File: config.mk
export PLATFORM = sky130hd
export DESIGN_NAME = sac_adc_seq
export DESIGN_NICKNAME = d
export VERILOG_FILES = /design/src/logic/sac_pkg.sv /design/src/logic/sac_fifo.sv /design/src/logic/sac_adc_seq.sv
export VERILOG_INCLUDE_DIRS = /design/src /design/src/logic
export SDC_FILE = /design/constraint.sdc
export NUM_CORES = 1
export LEC_CHECK = 0
export BUFFER_PORTS_ARGS = -buffer_cell sky130_fd_sc_hd__buf_2
export CORE_AREA = 2 2 177 179
export DETAILED_ROUTE_END_ITERATION = 7
export DIE_AREA = 0 0 179 181
export PLACE_DENSITY = 0.67
export REMOVE_ABC_BUFFERS = 1
export SLEW_MARGIN = 20
export SYNTH_ARGS = -nofsm -noshare
export SYNTH_HDL_FRONTEND = slang
export SYNTH_SLANG_ARGS = --single-unit
File: constraint.sdc
create_clock -name ref_clk_i -period 9.15 [get_ports ref_clk_i]
set_input_delay 1.3725 -clock ref_clk_i [delete_from_list [all_inputs] [get_ports ref_clk_i]]
set_output_delay 1.3725 -clock ref_clk_i [all_outputs]
set_load 0.05 [all_outputs]
File: src/logic/sac_defines.svh
// timing counts and field constants for the converter sequencer
`ifndef SAC_DEFINES_SVH
`define SAC_DEFINES_SVH
`define SAC_CLK_NS          20
`define SAC_WORD_BITS       18
`define SAC_FIFO_DEPTH      16
`define SAC_CEIL(ns)        (((ns) + `SAC_CLK_NS - 1) / `SAC_CLK_NS)
`define SAC_FLOOR(ns)       ((ns) / `SAC_CLK_NS)
`define SAC_START_BUSY_NS   35
`define SAC_START_BUSY_CYC  `SAC_FLOOR(`SAC_START_BUSY_NS)
`define SAC_CONV_NS         1300
`define SAC_CONV_CYC        `SAC_FLOOR(`SAC_CONV_NS)
`define SAC_BUSY_MAX_NS     1500
`define SAC_BUSY_MAX_CYC    `SAC_FLOOR(`SAC_BUSY_MAX_NS)
`define SAC_DATA_BUSY_NS    20
`define SAC_DATA_BUSY_CYC   `SAC_CEIL(`SAC_DATA_BUSY_NS)
`define SAC_EOC_BUSY_NS     10
`define SAC_EOC_BUSY_CYC    `SAC_CEIL(`SAC_EOC_BUSY_NS)
`define SAC_SYNC_BUSY_NS    25
`define SAC_SYNC_BUSY_CYC   `SAC_CEIL(`SAC_SYNC_BUSY_NS)
`define SAC_LEAD0_NS        3
`define SAC_LEADN_NS        17
`define SAC_HI0_NS          12
`define SAC_HI1_NS          22
`define SAC_HI2_NS          50
`define SAC_HI3_NS          100
`define SAC_PER0_NS         25
`define SAC_PER1_NS         60
`define SAC_PER2_NS         120
`define SAC_PER3_NS         240
`define SAC_TAIL0_NS        3
`define SAC_TAIL1_NS        60
`define SAC_TAIL2_NS        140
`define SAC_TAIL3_NS        300
`define SAC_RA_BUSY0_NS     2250
`define SAC_RA_BUSY1_NS     3000
`define SAC_RA_BUSY2_NS     4500
`define SAC_RA_BUSY3_NS     7500
`define SAC_HALF(hi, per)   ((`SAC_CEIL(hi) > `SAC_CEIL((per) / 2)) ? \
                              `SAC_CEIL(hi) : `SAC_CEIL(((per) + 1) / 2))
`endif

File: src/logic/sac_pkg.sv
// types shared by the converter sequencer
package sac_pkg;
  typedef enum logic [1:0] {
    SAC_MODE_PAR    = 2'h0,
    SAC_MODE_SER_RD = 2'h1,
    SAC_MODE_SER_RA = 2'h2,
    SAC_MODE_PAR_B  = 2'h3
  } sac_mode_t;
  typedef enum logic [1:0] {C_IDLE, C_CONV, C_PUSH, C_WAIT} sac_conv_state_t;
  typedef enum logic [2:0] {
    O_IDLE, O_SETTLE, O_LEAD, O_HIGH, O_LOW, O_TAIL, O_BTAIL
  } sac_out_state_t;
endpackage : sac_pkg

File: src/logic/sac_fifo.sv
// result fifo between conversion core and output engine
`timescale 1ns/1ps
module sac_fifo #(
  parameter int WIDTH = 18,
  parameter int DEPTH = 16
) (
  input  wire logic             ref_clk_i,
  input  wire logic             rst_n_i,
  input  wire logic             in_valid_i,
  output logic                  in_ready_o,
  input  wire logic [WIDTH-1:0] in_data_i,
  output logic                  out_valid_o,
  input  wire logic             out_ready_i,
  output logic      [WIDTH-1:0] out_data_o
);
  localparam int AW = $clog2(DEPTH);
  logic [WIDTH-1:0] mem [DEPTH];
  logic [AW-1:0]    wr_reg, wr_next, rd_reg, rd_next;
  logic [AW:0]      cnt_reg, cnt_next;
  logic             push, pop;

  always_comb begin
    in_ready_o  = (cnt_reg != DEPTH[AW:0]);
    out_valid_o = (cnt_reg != '0);
    out_data_o  = mem[rd_reg];
    push        = in_valid_i && in_ready_o;
    pop         = out_valid_o && out_ready_i;
    wr_next     = push ? wr_reg + 1'b1 : wr_reg;
    rd_next     = pop ? rd_reg + 1'b1 : rd_reg;
    cnt_next    = cnt_reg + {{AW{1'b0}}, push} - {{AW{1'b0}}, pop};
  end

  // storage has no reset; content is only read when counted valid
  always_ff @(posedge ref_clk_i) begin
    if (push) begin
      mem[wr_reg] <= in_data_i;
    end
  end

  always_ff @(posedge ref_clk_i or negedge rst_n_i) begin
    if (!rst_n_i) begin
      wr_reg  <= '0;
      rd_reg  <= '0;
      cnt_reg <= '0;
    end else begin
      wr_reg  <= wr_next;
      rd_reg  <= rd_next;
      cnt_reg <= cnt_next;
    end
  end
endmodule : sac_fifo

File: src/logic/sac_adc_seq.sv
// conversion sequencing and result readout of the sar converter
`timescale 1ns/1ps
`include "sac_defines.svh"

// Overview of operation
// - busy rises within 35 ns of conversion start falling.
// - busy stays at most 1.5 us except master read-after-convert.
// - busy falls at least 10 ns after conversion completes.
// - parallel modes present valid data within 1.5 us of start.
// - parallel data is valid at least 20 ns before busy falls.
// - each result readable right after its own conversion, no pipeline.
// - every result is an 18-bit word, parallel or serial.
// - read-during-convert serial clock period 25 to 40 ns, any divider.
// - read-after-convert divider picks clock period per setting.
// - read-after-convert clock high and low minimums per setting.
// - first serial clock edge waits 3 or 17 ns after frame sync.
// - frame sync held 3, 60, 140 or 300 ns after last edge.
// - read-after-convert busy at most 2.25, 3, 4.5 or 7.5 us.
// - read-after-convert frame sync rises once conversion finished.
// - read-after busy falls two cycles (40 ns) after frame sync falls.
module sac_adc_seq (
  input  wire logic                      ref_clk_i,
  input  wire logic                      rst_n_i,
  input  wire logic                      conversion_start_n_i,
  input  wire logic [1:0]                output_mode_i,
  input  wire logic [1:0]                shift_clock_divider_i,
  input  wire logic [`SAC_WORD_BITS-1:0] sample_code_i,
  output logic                           busy_o,
  output logic      [`SAC_WORD_BITS-1:0] parallel_data_o,
  output logic                           frame_sync_o,
  output logic                           shift_clk_o,
  output logic                           serial_result_out_o
);
  import sac_pkg::*;
  localparam int W = `SAC_WORD_BITS;
  localparam int BUSY_MAX = `SAC_BUSY_MAX_CYC;

  function automatic logic is_serial(input logic [1:0] m);
    return (m == SAC_MODE_SER_RD) || (m == SAC_MODE_SER_RA);
  endfunction : is_serial

  function automatic logic [4:0] half_cyc(input logic [1:0] d);
    unique case (d)
      2'h0: half_cyc = 5'(`SAC_HALF(`SAC_HI0_NS, `SAC_PER0_NS));
      2'h1: half_cyc = 5'(`SAC_HALF(`SAC_HI1_NS, `SAC_PER1_NS));
      2'h2: half_cyc = 5'(`SAC_HALF(`SAC_HI2_NS, `SAC_PER2_NS));
      2'h3: half_cyc = 5'(`SAC_HALF(`SAC_HI3_NS, `SAC_PER3_NS));
    endcase
  endfunction : half_cyc

  function automatic logic [4:0] tail_cyc(input logic [1:0] d);
    unique case (d)
      2'h0: tail_cyc = 5'(`SAC_CEIL(`SAC_TAIL0_NS));
      2'h1: tail_cyc = 5'(`SAC_CEIL(`SAC_TAIL1_NS));
      2'h2: tail_cyc = 5'(`SAC_CEIL(`SAC_TAIL2_NS));
      2'h3: tail_cyc = 5'(`SAC_CEIL(`SAC_TAIL3_NS));
    endcase
  endfunction : tail_cyc

  // mode and divider straps are pins: two flops before use
  logic [1:0] mode_s1_reg, mode_s2_reg, div_s1_reg, div_s2_reg;
  always_ff @(posedge ref_clk_i or negedge rst_n_i) begin
    if (!rst_n_i) begin
      mode_s1_reg <= 2'h0;
      mode_s2_reg <= 2'h0;
      div_s1_reg  <= 2'h0;
      div_s2_reg  <= 2'h0;
    end else begin
      mode_s1_reg <= output_mode_i;
      mode_s2_reg <= mode_s1_reg;
      div_s1_reg  <= shift_clock_divider_i;
      div_s2_reg  <= div_s1_reg;
    end
  end

  // start comes from host logic on this clock; a synchroniser here
  // would cost the 35 ns busy response
  logic start_d_reg, start_fall;
  assign start_fall = start_d_reg && !conversion_start_n_i;

  sac_conv_state_t  cst_reg, cst_next;
  logic [6:0]       ccnt_reg, ccnt_next;
  logic             busy_reg, busy_next;
  logic             fifo_in_valid, fifo_in_ready;
  logic             fifo_out_valid, fifo_out_ready;
  logic [W-1:0]     fifo_out_data;
  logic             out_done, eoc;

  always_comb begin
    cst_next      = cst_reg;
    ccnt_next     = ccnt_reg;
    busy_next     = busy_reg;
    fifo_in_valid = 1'b0;
    eoc           = 1'b0;
    unique case (cst_reg)
      C_IDLE: begin
        // starts while busy are not taken
        if (start_fall) begin
          busy_next = 1'b1;
          ccnt_next = 7'(`SAC_CONV_CYC - 1);
          cst_next  = C_CONV;
        end
      end
      C_CONV: begin
        if (ccnt_reg == 7'h00) begin
          cst_next = C_PUSH;
        end else begin
          ccnt_next = ccnt_reg - 7'h01;
        end
      end
      C_PUSH: begin
        // full fifo stalls the end of conversion, busy stays high
        fifo_in_valid = 1'b1;
        if (fifo_in_ready) begin
          eoc      = 1'b1;
          cst_next = C_WAIT;
        end
      end
      C_WAIT: begin
        if (out_done) begin
          busy_next = 1'b0;
          cst_next  = C_IDLE;
        end
      end
    endcase
  end

  always_ff @(posedge ref_clk_i or negedge rst_n_i) begin
    if (!rst_n_i) begin
      start_d_reg <= 1'b1;
      cst_reg     <= C_IDLE;
      ccnt_reg    <= 7'h00;
      busy_reg    <= 1'b0;
    end else begin
      start_d_reg <= conversion_start_n_i;
      cst_reg     <= cst_next;
      ccnt_reg    <= ccnt_next;
      busy_reg    <= busy_next;
    end
  end
  assign busy_o = busy_reg;

  // fresh sample goes straight in; fall-through read keeps latency nil
  sac_fifo #(
    .WIDTH (W),
    .DEPTH (`SAC_FIFO_DEPTH)
  ) u_fifo (
    .ref_clk_i   (ref_clk_i),
    .rst_n_i     (rst_n_i),
    .in_valid_i  (fifo_in_valid),
    .in_ready_o  (fifo_in_ready),
    .in_data_i   (sample_code_i),
    .out_valid_o (fifo_out_valid),
    .out_ready_i (fifo_out_ready),
    .out_data_o  (fifo_out_data)
  );

  sac_out_state_t ost_reg, ost_next;
  logic [4:0]   ocnt_reg, ocnt_next, bits_reg, bits_next;
  logic [1:0]   odiv_reg, odiv_next;
  logic         ra_reg, ra_next;
  logic [W-1:0] par_reg, par_next, sh_reg, sh_next;
  logic         sync_reg, sync_next, sclk_reg, sclk_next;

  always_comb begin
    ost_next       = ost_reg;
    ocnt_next      = ocnt_reg;
    bits_next      = bits_reg;
    odiv_next      = odiv_reg;
    ra_next        = ra_reg;
    par_next       = par_reg;
    sh_next        = sh_reg;
    sync_next      = sync_reg;
    sclk_next      = sclk_reg;
    fifo_out_ready = 1'b0;
    out_done       = 1'b0;
    unique case (ost_reg)
      O_IDLE: begin
        fifo_out_ready = 1'b1;
        if (fifo_out_valid) begin
          if (is_serial(mode_s2_reg)) begin
            ra_next   = (mode_s2_reg == SAC_MODE_SER_RA);
            // read-during always runs the fastest clock
            odiv_next = ra_next ? div_s2_reg : 2'h0;
            sh_next   = fifo_out_data;
            bits_next = 5'(W);
            sync_next = 1'b1;
            ocnt_next = (odiv_next == 2'h0) ?
                        5'(`SAC_CEIL(`SAC_LEAD0_NS)) :
                        5'(`SAC_CEIL(`SAC_LEADN_NS));
            ost_next  = O_LEAD;
          end else begin
            par_next = fifo_out_data;
            ost_next = O_SETTLE;
          end
        end
      end
      O_SETTLE: begin
        out_done = 1'b1;
        ost_next = O_IDLE;
      end
      O_LEAD: begin
        // read-during frees busy now; the word shifts under next convert
        if (!ra_reg && ocnt_reg == 5'(`SAC_CEIL(`SAC_LEAD0_NS))) begin
          out_done = 1'b1;
        end
        if (ocnt_reg == 5'h01) begin
          sclk_next = 1'b1;
          ocnt_next = half_cyc(odiv_reg);
          ost_next  = O_HIGH;
        end else begin
          ocnt_next = ocnt_reg - 5'h01;
        end
      end
      O_HIGH: begin
        if (ocnt_reg == 5'h01) begin
          sclk_next = 1'b0;
          bits_next = bits_reg - 5'h01;
          if (bits_reg == 5'h01) begin
            ocnt_next = tail_cyc(odiv_reg);
            ost_next  = O_TAIL;
          end else begin
            sh_next   = {sh_reg[W-2:0], 1'b0};
            ocnt_next = half_cyc(odiv_reg);
            ost_next  = O_LOW;
          end
        end else begin
          ocnt_next = ocnt_reg - 5'h01;
        end
      end
      O_LOW: begin
        if (ocnt_reg == 5'h01) begin
          sclk_next = 1'b1;
          ocnt_next = half_cyc(odiv_reg);
          ost_next  = O_HIGH;
        end else begin
          ocnt_next = ocnt_reg - 5'h01;
        end
      end
      O_TAIL: begin
        if (ocnt_reg == 5'h01) begin
          sync_next = 1'b0;
          ocnt_next = 5'(`SAC_SYNC_BUSY_CYC);
          ost_next  = ra_reg ? O_BTAIL : O_IDLE;
        end else begin
          ocnt_next = ocnt_reg - 5'h01;
        end
      end
      O_BTAIL: begin
        // busy covers the whole transfer in read-after
        if (ocnt_reg == 5'h01) begin
          out_done = 1'b1;
          ost_next = O_IDLE;
        end else begin
          ocnt_next = ocnt_reg - 5'h01;
        end
      end
    endcase
  end

  always_ff @(posedge ref_clk_i or negedge rst_n_i) begin
    if (!rst_n_i) begin
      ost_reg  <= O_IDLE;
      ocnt_reg <= 5'h00;
      bits_reg <= 5'h00;
      odiv_reg <= 2'h0;
      ra_reg   <= 1'b0;
      par_reg  <= '0;
      sh_reg   <= '0;
      sync_reg <= 1'b0;
      sclk_reg <= 1'b0;
    end else begin
      ost_reg  <= ost_next;
      ocnt_reg <= ocnt_next;
      bits_reg <= bits_next;
      odiv_reg <= odiv_next;
      ra_reg   <= ra_next;
      par_reg  <= par_next;
      sh_reg   <= sh_next;
      sync_reg <= sync_next;
      sclk_reg <= sclk_next;
    end
  end
  assign parallel_data_o     = par_reg;
  assign frame_sync_o        = sync_reg;
  assign shift_clk_o         = sclk_reg;
  assign serial_result_out_o = sh_reg[W-1];

  // helper counters read only by the checks below
  logic [9:0] bcnt_reg, hcnt_reg;
  logic [4:0] ecnt_reg;
  always_ff @(posedge ref_clk_i or negedge rst_n_i) begin
    if (!rst_n_i) begin
      bcnt_reg <= 10'h000;
      hcnt_reg <= 10'h000;
      ecnt_reg <= 5'h00;
    end else begin
      bcnt_reg <= busy_reg ? bcnt_reg + 10'h001 : 10'h000;
      hcnt_reg <= sclk_reg ? hcnt_reg + 10'h001 : 10'h000;
      ecnt_reg <= !sync_reg ? 5'h00 :
                  (sclk_next && !sclk_reg) ? ecnt_reg + 5'h01 : ecnt_reg;
    end
  end
endmodule : sac_adc_seq

==> results.sh, run 1 <==
export IMPL_netlist_area_mm2=0.01508
export IMPL_yosysUniqueCellTypes=58
export IMPL_max_slew_margin_pct=26.95
export IMPL_post_place_ws_ns=5.910
export IMPL_multi_input_area_mm2=0.004094
export IMPL_core_area_mm2=0.03035
export IMPL_ir_drop_mv=0.1503
export IMPL_critPathArrivalTime_ns=3.57
export IMPL_synth_seq_cells=374
export IMPL_synth_edf_count=288
export IMPL_first_pass_iters=7
export IMPL_rsz0062_at_grt="false"
export IMPL_antenna_cells=0
export IMPL_ys_warn_count=0
export IMPL_grt_total_usage_pct=19.21
export IMPL_async_reset_ff_share_pct=22.99
export IMPL_top_usage_layer="met2"
export IMPL_clockBufferDepth=3
export IMPL_drive_above_1_share_pct=24.18
export IMPL_register_area_mm2=0.01081
export IMPL_cts_resized_gates=0
export IMPL_setup_ws_ns=5.995
export IMPL_maxCapViolations=0
export IMPL_tritoncts="done"
export IMPL_synthCells=887
export IMPL_hold_path_class="flop to flop"
export IMPL_tightestPinTransition_ns=1.096
export IMPL_final_common_cell="edfxtp_1"
export IMPL_gp_congestion=0.7666
export IMPL_powerDensity_mw_per_mm2=332.4
export IMPL_cts_buffers=39
export IMPL_grt_pass1_wl_um=46860
export IMPL_die_h_um=181
export IMPL_route_detailed_wl_per_inst_um=21.96
export IMPL_nNetsFinal=996
export IMPL_grt_max_degree=75
export IMPL_largest_register_ffs=288
export IMPL_cts_setup_buffers=0
export IMPL_crit_path_end_kind="flop"
export IMPL_crit_fanout=51
export IMPL_skew_ns=0.02046
export IMPL_slew_viol_final=0
export IMPL_vias=7904
export IMPL_drtIter0Drc=647
export IMPL_row_count=64
export IMPL_wl_um=30130
export IMPL_grt_pass1_vias=7993
export IMPL_final_util_pct=56.14
export IMPL_die_width_um=179
export IMPL_area_growth_pct=12.97
export IMPL_fillers=2320
export IMPL_drc=0
export IMPL_critPathLaunchType="flop"
export IMPL_io_buffers=46
export IMPL_fin_crit_sh_pct=34.48
export IMPL_setup_tns_ns=0
export IMPL_ios=47
export IMPL_vias_per_cell=5.761
export IMPL_clock_fmax_mhz=316.9
export IMPL_cts_max_level=2
export IMPL_syn_area_per_cell_um2=17.00
export IMPL_layout_common_cells="edfxtp_1 (288), dfrtp_1 (83), nand2_1 (80)"
export IMPL_cts_root_buf="clkbuf_16"
export IMPL_worstPathRequired_ns=9.57
export IMPL_clock_latency_ns=0.53
export IMPL_grt_use_met2_pct=29.78
export IMPL_ant_nets=0
export IMPL_antenna_found_initial=0
export IMPL_yosys_most_used_dff="edfxtp_1"
export IMPL_cts_hold_buf=0
export IMPL_yosysSeqAreaShare_pct=71.62
export IMPL_final_hold_viol_count=0
export IMPL_clkSinkCount=374
export IMPL_start_util_pct=49.69
export IMPL_hpwl_um=18170
export IMPL_run_status="completed"
export IMPL_grt_util_met1_pct=28.71
export IMPL_period_needed_ns=3.155
export IMPL_leakagePower_nw=5.947
export IMPL_path_clk_slew_ns=0.06
export IMPL_grt_use_met3_pct=3.283
export IMPL_setup_viol=0
export IMPL_grt_ovfl_total=0
export IMPL_path_class="flop to flop"
export IMPL_die_area_mm2=0.03240
[critical path: stages (launching register included)]
cell and delay (ns):
dfrtp_4 0.74, buf_4 0.87, mux4_2 0.60, a22oi_1 0.25
nand2_1 0.21, mux2_2 0.31
[power by group]
part / leakage [nW] / switching [mW] / total [mW] / internal [mW]
sequential: 3.62 / 0.213 / 2.32 / 2.11
combinational: 1.76 / 1.12 / 1.88 / 0.764
clock: 0.575 / 0.627 / 1.46 / 0.829
total: 5.95 / 1.96 / 5.66 / 3.70
[synth_stat cells, types with 3 or more instances]
cell type  instances  area, um^2
a21oi_1           17       85.08
buf_2             13       65.06
nor2b_1            7       43.79
o21ai_0            6       30.03
nand2_1           80       300.3
nor4b_2            3       45.04
edfxtp_1         288        8648
mux4_2            72        1622
nor3_1             7       35.03
nor2_1            54       202.7
mux2i_1            3       30.03
dfrtp_1           85        2127
nand3b_1           3       22.52
nand4_1            5       31.28
a22oi_1           35       262.8
o22ai_1            4       25.02
buf_1             10       37.54
ha_1              23       287.8
nand2b_1           9       56.30
a31oi_1           20       125.1
clkbuf_1          21       78.83
o21ai_1           13       65.06
nand3_1            9       45.04
nor4_1             3       18.77
mux2_2            19       214.0
inv_1             22       82.58
xnor2_1           11       96.34
o211ai_1           3       22.52
xor2_1             7       61.31
[metal layers]
layer | part of all wire (%) | vias up
li1 | - | 3564
met1 | 45 | 4106
met2 | 48 | 196
met3 | 5.2 | 38
met4 | 1.7 | 0
met5 | 0 | -
[worst paths after layout]
kind                                  start             endpoint  slack (ns)  depth (start not counted)
setup reg to reg           u_fifo.rd_reg[0]   parallel_data_o[1]        5.99                          5
hold reg to reg               div_s1_reg[0]        div_s2_reg[0]        0.35                          0
min in group asynchronous           rst_n_i  parallel_data_o[16]        0.72                          1
max in group asynchronous           rst_n_i     u_fifo.rd_reg[0]        7.21                          2
hold / removal                div_s1_reg[0]        div_s2_reg[0]        0.35                          0
setup / recovery           u_fifo.rd_reg[0]   parallel_data_o[1]        5.99                          5
[layout make-up]
| type | count | share of cell area, % |
|---|---|---|
| inverter | 23 | 0.5067 |
| tap | 396 | 2.908 |
| multi-input combinational | 445 | 24.03 |
| timing repair buffer | 64 | 2.159 |
| sequential | 374 | 63.43 |
| clock buffer | 50 | 6.029 |
| clock inverter | 20 | 0.9400 |
[cell families after synthesis]
logic type,synth area share (%)
flops,71.62
simple gates,6.064
compound gates,4.936
mux,12.47
buf+inv,1.825
fa+ha+maj,2.041
xor+xnor,1.045
[stage by stage]
stage          power [mW]  hold WS [ns]  instances  area (um^2)
3_5_place_dp        4.252        0.3418       1302        15840
5_1_grt             5.990        0.3640       1372        17040
6_report            5.663        0.3525       1372        17040
3_3_place_gp        4.217        0.3346       1302        15810
4_1_cts             5.711        0.3569       1372        17030
2_1_floorplan       3.721        0.3312        842        14890
No activity file was read; power rests on OpenSTA's default activity.
==> run 2, diff against run 1 <==
--- a/config.mk
+++ b/config.mk
@@ -6,11 +6,12 @@
 export SDC_FILE = /design/constraint.sdc
 export NUM_CORES = 1
 export LEC_CHECK = 0
+export ABC_AREA = 1
 export BUFFER_PORTS_ARGS = -buffer_cell sky130_fd_sc_hd__buf_2
-export CORE_AREA = 2 2 177 179
+export CORE_AREA = 2 2 185 187
 export DETAILED_ROUTE_END_ITERATION = 7
-export DIE_AREA = 0 0 179 181
-export PLACE_DENSITY = 0.67
+export DIE_AREA = 0 0 187 189
+export PLACE_DENSITY = 0.69
 export REMOVE_ABC_BUFFERS = 1
 export SLEW_MARGIN = 20
 export SYNTH_ARGS = -nofsm -noshare
==> constraint.sdc (replaced) <==
create_clock -name ref_clk_i -period 2.9 [get_ports ref_clk_i]
set_input_delay 0.435 -clock ref_clk_i [delete_from_list [all_inputs] [get_ports ref_clk_i]]
set_output_delay 0.435 -clock ref_clk_i [all_outputs]
set_load 0.05 [all_outputs]
==> run 2 against run 1 <==
  * The flow now finishes with violations (hold timing)
  * Sequential share of layout area shrank 6.1 points
  * Core utilization grew 0.53 points
  * Flip-flop and latch count is the same
  * Hold slack lost 0.35 ns
  * Combinational power grew to 4.2 times the previous value
  * Design area grew 11%
  * Via count grew 48%
  * Cell count grew 62%
  * Clock-buffer cell count grew 14
  * Critical path type unchanged
  * Critical endpoint is now u_fifo.cnt_reg[4]
==> results.sh, run 2 <==
export IMPL_run_status="finished with violations"
export IMPL_violations="hold timing"
export IMPL_crit_path_end_kind="flop"
export IMPL_hpwl_um=23710
export IMPL_period_needed_ns=2.532
export IMPL_grt_max_degree=150
export IMPL_slew_viol_final=0
export IMPL_path_class="flop to flop"
export IMPL_yosys_area_share_simple_pct=23.75
export IMPL_syn_area_per_cell_um2=9.872
export IMPL_cts_root_buf="clkbuf_16"
export IMPL_area_growth_pct=13.92
export IMPL_critPathLaunchType="flop"
export IMPL_holdWs_ns=-0.002343
export IMPL_synth_compound_gate_area_share_pct=1.640
export IMPL_synth_top_area_cell="edfxtp_1"
export IMPL_placed_cell_area_mm2=0.01746
export IMPL_yosysUniqueCellTypes=35
export IMPL_crit_fanout=5
export IMPL_clockBufferDepth=3
export IMPL_antenna_cells=0
export IMPL_synth_seq_cells=374
export IMPL_drc=0
export IMPL_leakagePower_nw=8.364
export IMPL_grt_pass1_vias=11180
export IMPL_fillers=2835
export IMPL_drtIter0Drc=1218
export IMPL_yosysMostFrequentCell="nand2_1"
export IMPL_layout_common_cells="nand2_1 (603), edfxtp_1 (288), nand3_1 (220)"
export IMPL_max_slew_margin_pct=39.47
export IMPL_vias=11660
export IMPL_row_count=67
export IMPL_fin_crit_sh_pct=87.31
export IMPL_path_clk_slew_ns=0.06
export IMPL_synth_xor_area_share_pct=1.005
export IMPL_synth_area_mux_share_pct=0
export IMPL_critPathArrivalTime_ns=2.93
export IMPL_die_width_um=187
export IMPL_yosysSeqAreaShare_pct=65.25
export IMPL_powerDensity_mw_per_mm2=1072
export IMPL_synthAdderAreaFrac_pct=1.859
export IMPL_cts_buffers=41
export IMPL_final_cell_area_mm2=0.01886
export IMPL_vias_per_cell=5.256
export IMPL_clkSinkCount=374
export IMPL_ios=47
export IMPL_core_area_mm2=0.03328
export IMPL_netlist_area_mm2=0.01655
export IMPL_grt_total_usage_pct=22.88
export IMPL_clock_latency_ns=0.55
export IMPL_yosys_top_cells_area="edfxtp_1 (52%), nand2_1 (14%), dfrtp_1 (13%)"
export IMPL_async_reset_ff_share_pct=22.99
export IMPL_synthCells=1677
export IMPL_synth_edf_count=288
export IMPL_wl_um=40200
export IMPL_final_hold_viol_count=6
export IMPL_die_h_um=189
export IMPL_cts_max_level=2
export IMPL_register_area_mm2=0.01081
export IMPL_yosys_most_used_dff="edfxtp_1"
export IMPL_cts_setup_buffers=0
export IMPL_setup_ws_ns=0.3681
export IMPL_hold_path_class="primary input to async pin"
export IMPL_largest_register_ffs=288
export IMPL_multi_input_area_mm2=0.004718
export IMPL_setup_viol=0
export IMPL_die_area_mm2=0.03534
export IMPL_critPathMostFrequentCell="inv_1"
export IMPL_route_detailed_wl_per_inst_um=18.12
export IMPL_grt_ovfl_total=0
export IMPL_rsz0062_at_grt="false"
export IMPL_ir_drop_mv=0.8073
export IMPL_synth_commonest_cells="nand2_1 (603), edfxtp_1 (288), nand3_1 (220)"
export IMPL_maxCapViolations=0
export IMPL_ant_nets=0
export IMPL_first_pass_iters=5
export IMPL_clock_fmax_mhz=395.0
export IMPL_ys_warn_count=0
export IMPL_skew_ns=0.02903
export IMPL_grt_pass1_wl_um=63020
export IMPL_cp_slowest_cell="fa_1"
export IMPL_antenna_found_initial=0
export IMPL_slowest_delay_ns=0.41
export IMPL_final_common_cell="nand2_1"
export IMPL_gp_congestion=0.8675
export IMPL_crit_chain="inv_1 -> ha_1 -> nand4_1 -> nand2_2 -> inv_1 -> ha_1 -> inv_1 -> ha_1 -> inv_1 -> fa_1 -> o21ai_0 -> a21oi_1 -> xor2_1"
export IMPL_drive_above_1_share_pct=10.84
export IMPL_io_buffers=46
export IMPL_start_util_pct=49.74
export IMPL_nNetsFinal=1787
export IMPL_worstPathRequired_ns=3.30
export IMPL_synth_top_family_by_area="simple AND/OR/NAND/NOR gates"
export IMPL_tightestPinTransition_ns=0.9080
export IMPL_post_place_ws_ns=0.3626
export IMPL_tritoncts="done"
export IMPL_yosysTopAreaCellShare_pct=52.24
run 2: changes by cell type in the layout (fill, tap and decap cells not counted), moves of 13 or more:
cell / previous run / this run
a31oi_1: 20 / 0
o21ai_0: 6 / 37
mux4_2: 72 / 0
mux2_2: 19 / 0
o21ai_1: 13 / 0
nand3_1: 9 / 220
buf_4: 19 / 34
nor3_1: 3 / 17
inv_1: 22 / 192
nand2_1: 80 / 603
nor2_1: 42 / 55
a22oi_1: 35 / 1
run 2: cell families (layout without fill, tap and decap cells):
logic type | Yosys count | count (layout)
AO/OA/AOI/OAI | 49 | 49
XOR/XNOR | 19 | 19
adder cells (fa/ha/maj) | 24 | 24
buffers and inverters | 269 | 363
flip-flops | 374 | 374
AND/OR/NAND/NOR | 942 | 942
run 2: layer usage:
layer	GRT usage [%]	up-vias	part of all wire (%)
met1	32.80	5539	44
met2	35.87	489	46
met3	3.948	74	7.6
met5	0	-	0
met4	7.143	0	2.3
li1	-	5561	-
run 2: final timing paths:
kind,end,start,depth (start not counted),slack (ns)
min in group ref_clk_i,mode_s1_reg[1],output_mode_i[1],1,0.02
setup reg to reg,u_fifo.cnt_reg[4],u_fifo.cnt_reg[2],13,0.37
hold / removal,parallel_data_o[9],rst_n_i,1,-0.002
setup / recovery,u_fifo.cnt_reg[4],u_fifo.cnt_reg[2],13,0.37
hold reg to reg,div_s2_reg[1],div_s1_reg[1],0,0.35
max in group asynchronous,start_d_reg,rst_n_i,2,2.17
run 2: final cells by class:
type	instances	area share, %
clock buffers	64	6.382
multi-input cells	1034	25.02
flip-flops and latches	374	57.30
clock inverters	12	0.9753
well taps	448	2.972
repair buffers	87	3.344
inverters	200	4.007
run 2: repair_timing:
item / in CTS / in global routing
resized for setup: 0 / 0
hold endpoints to repair: 1 / 0
hold buffers: 1 / 0
run 2: stage by stage:
stage	power, mW	setup TNS (ns)	utilization [%]	std cells
floorplan	12.39	-77.50	-	1608
global placement	14.77	0	52.47	2142
detailed placement	14.93	0	52.47	2142
CTS	20.26	0	56.67	2219
global route	21.51	0	56.67	2219
finish	20.22	0	56.67	2219
run 2: power breakdown:
group	switching, mW	internal, mW
logic	5.63	2.27
registers	0.444	6.59
clock network	2.07	3.22
total	8.14	12.1
run 2: critical path: cells and delay by family (launching register included):
kind                       cells  cell delay, ns
AOI/OAI and AO/OA              2            0.28
adders and majority gates      4            1.06
buffers and inverters          4            0.31
DFF                            1            0.38
and+or+nand+nor                2            0.23
xor gates and xnor gates       1            0.15
==> run 3, diff against run 2 <==
==> constraint.sdc (replaced) <==
create_clock -name ref_clk_i -period 2.9 [get_ports ref_clk_i]
set_input_delay 0.145 -clock ref_clk_i [delete_from_list [all_inputs] [get_ports ref_clk_i]]
set_output_delay 0.145 -clock ref_clk_i [all_outputs]
set_load 0.05 [all_outputs]
==> run 3 against run 2 <==
  * The flow now finishes without violations
  * Hold slack improved by 0.013 ns
  * Sequential share of layout area grew 0.27 points
  * Clock power shrank 7.2%
  * First-iteration DRC count decreased by 8.0%
  * Wire length down 0.87%
  * Via count shrank 0.71%
  * Core utilization decreased by 0.27 points
  * Sequential power about the same
  * Clock-buffer cell count did not move
  * Largest cell class unchanged
  * Largest power group unchanged
  * Highest routed layer is now met5
==> results.sh, run 3 (synthesized netlist as in run 2, its figures left out) <==
export IMPL_clkSinkCount=374
export IMPL_final_hold_viol_count=0
export IMPL_die_h_um=189
export IMPL_setup_viol=0
export IMPL_slew_viol_final=0
export IMPL_start_util_pct=49.74
export IMPL_cts_buffers=40
export IMPL_wl_um=39850
export IMPL_hpwl_um=23230
export IMPL_startpoint="u_fifo.cnt_reg[2]"
export IMPL_critPathMostFrequentCell="inv_1"
export IMPL_drive_above_1_share_pct=10.82
export IMPL_vias=11580
export IMPL_worst_hold_startpoint="sample_code_i[10]"
export IMPL_placed_cell_area_mm2=0.01742
export IMPL_critPathLaunchType="flop"
export IMPL_period_needed_ns=2.500
export IMPL_hold_path_class="primary input to flop"
export IMPL_run_status="completed"
export IMPL_critPathArrivalTime_ns=2.90
export IMPL_final_util_pct=56.40
export IMPL_ios=47
export IMPL_vias_per_cell=5.212
export IMPL_ir_drop_mv=0.8472
export IMPL_maxCapViolations=0
export IMPL_powerDensity_mw_per_mm2=1053
export IMPL_skew_ns=0.01617
export IMPL_die_width_um=187
export IMPL_crit_chain="inv_1 -> ha_1 -> nand4_1 -> nand2_2 -> inv_1 -> ha_1 -> inv_1 -> ha_1 -> inv_1 -> fa_1 -> o21ai_0 -> a21oi_1 -> xor2_1"
export IMPL_io_buffers=46
export IMPL_max_slew_margin_pct=39.84
export IMPL_grt_total_usage_pct=22.60
export IMPL_grt_ovfl_total=0
export IMPL_die_area_mm2=0.03534
export IMPL_ant_nets=0
export IMPL_crit_fanout=5
export IMPL_power_total_mw=19.76
export IMPL_clock_fmax_mhz=400.1
export IMPL_gp_congestion=0.8424
export IMPL_largest_register_ffs=288
export IMPL_drc=0
export IMPL_path_clk_slew_ns=0.06
export IMPL_tightestPinTransition_ns=0.9024
export IMPL_antenna_cells=0
export IMPL_first_pass_iters=5
export IMPL_cts_setup_buffers=0
export IMPL_core_area_mm2=0.03328
export IMPL_route_detailed_wl_per_inst_um=17.93
export IMPL_worstPathRequired_ns=3.30
export IMPL_grt_pass1_vias=11030
export IMPL_r2r_start="u_fifo.cnt_reg[2]"
export IMPL_leakagePower_nw=8.324
export IMPL_cts_max_level=2
export IMPL_clock_latency_ns=0.53
export IMPL_grt_max_degree=150
export IMPL_final_cell_area_mm2=0.01877
export IMPL_area_growth_pct=13.38
export IMPL_fin_crit_sh_pct=86.20
export IMPL_cts_root_buf="clkbuf_16"
export IMPL_rsz0062_at_grt="false"
export IMPL_crit_path_end_kind="flop"
export IMPL_setup_tns_ns=0
export IMPL_tritoncts="done"
export IMPL_final_common_cell="nand2_1"
export IMPL_grt_pass1_wl_um=62020
export IMPL_drtIter0Drc=1121
export IMPL_slowest_delay_ns=0.41
export IMPL_layout_common_cells="nand2_1 (603), edfxtp_1 (288), nand3_1 (220)"
export IMPL_cp_slowest_cell="fa_1"
export IMPL_nNetsFinal=1792
export IMPL_antenna_found_initial=0
export IMPL_row_count=67
export IMPL_path_class="flop to flop"
export IMPL_clockBufferDepth=3
run 3: cell count changes in the layout (fill, tap and decap cells not counted):
cell           delta
dlygate4sd3_1     +7
clkbuf_8          +5
bufinv_16         -4
buf_12            -3
clkbuf_1          -3
buf_4             +2
clkbuf_16         -2
clkinv_1          -1
clkinv_2          +1
clkinvlp_4        +1
inv_16            -1
inv_6             +1
run 3: per-stage QoR:
stage | setup slack, ns | std cells | hold WS, ns
final | 0.4003 | 2222 | 0.01043
after global routing | 0.1291 | 2222 | 0.01301
after CTS | 0.3688 | 2222 | 0.004000
after detailed placement | 0.3702 | 2141 | 0.2585
after global placement | 0.4162 | 2141 | 0.2565
after floorplan | -2.168 | 1608 | -0.1506
run 3: final timing paths:
kind,end,slack (ns),cells past startpoint
worst min register to register,mode_s2_reg[1],0.35,0
worst max register to register,u_fifo.cnt_reg[4],0.40,13
worst min-delay path,u_fifo.mem[4][10],0.01,1
worst max-delay path,u_fifo.cnt_reg[4],0.40,13
min in group asynchronous,parallel_data_o[14],0.24,2
max in group asynchronous,u_fifo.wr_reg[0],1.90,3
run 3: layer usage:
metal	global-route usage [%]	up-vias	routed length, um
met4	8.822	2	1372
li1	-	5562	-
met3	4.504	84	3032
met5	1.786	-	91
met1	31.50	5507	17250
met2	34.99	425	18110
run 3: cell type report:
cell class | count | area, um^2
clock buffer | 64 | 1211
clock inverter | 9 | 61.31
tap | 448 | 560.5
fill | 2853 | 14510
sequential | 374 | 10810
multi-input combinational | 1034 | 4718
timing repair buffer | 93 | 655.6
inverter | 200 | 755.7
run 3: timing repair:
action | in CTS | in global routing
hold endpoints to repair | 89 | 0
hold buffers | 8 | 0
gates resized for setup | 0 | 0
run 3: critical path: cells and delay by family, from the launching register on:
kind                       cells  cell delay [ns]
adders and majority gates      4             1.06
DFF                            1             0.38
buffers and inverters          4             0.29
AOI/OAI and AO/OA              2             0.28
and+or+nand+nor                2             0.23
xor gates and xnor gates       1             0.14
run 3: power by group:
| part | internal [mW] | total [mW] | switching (mW) |
|---|---|---|---|
| clock network | 2.86 | 4.91 | 2.04 |
| registers | 6.59 | 7.01 | 0.418 |
| logic | 2.25 | 7.85 | 5.60 |
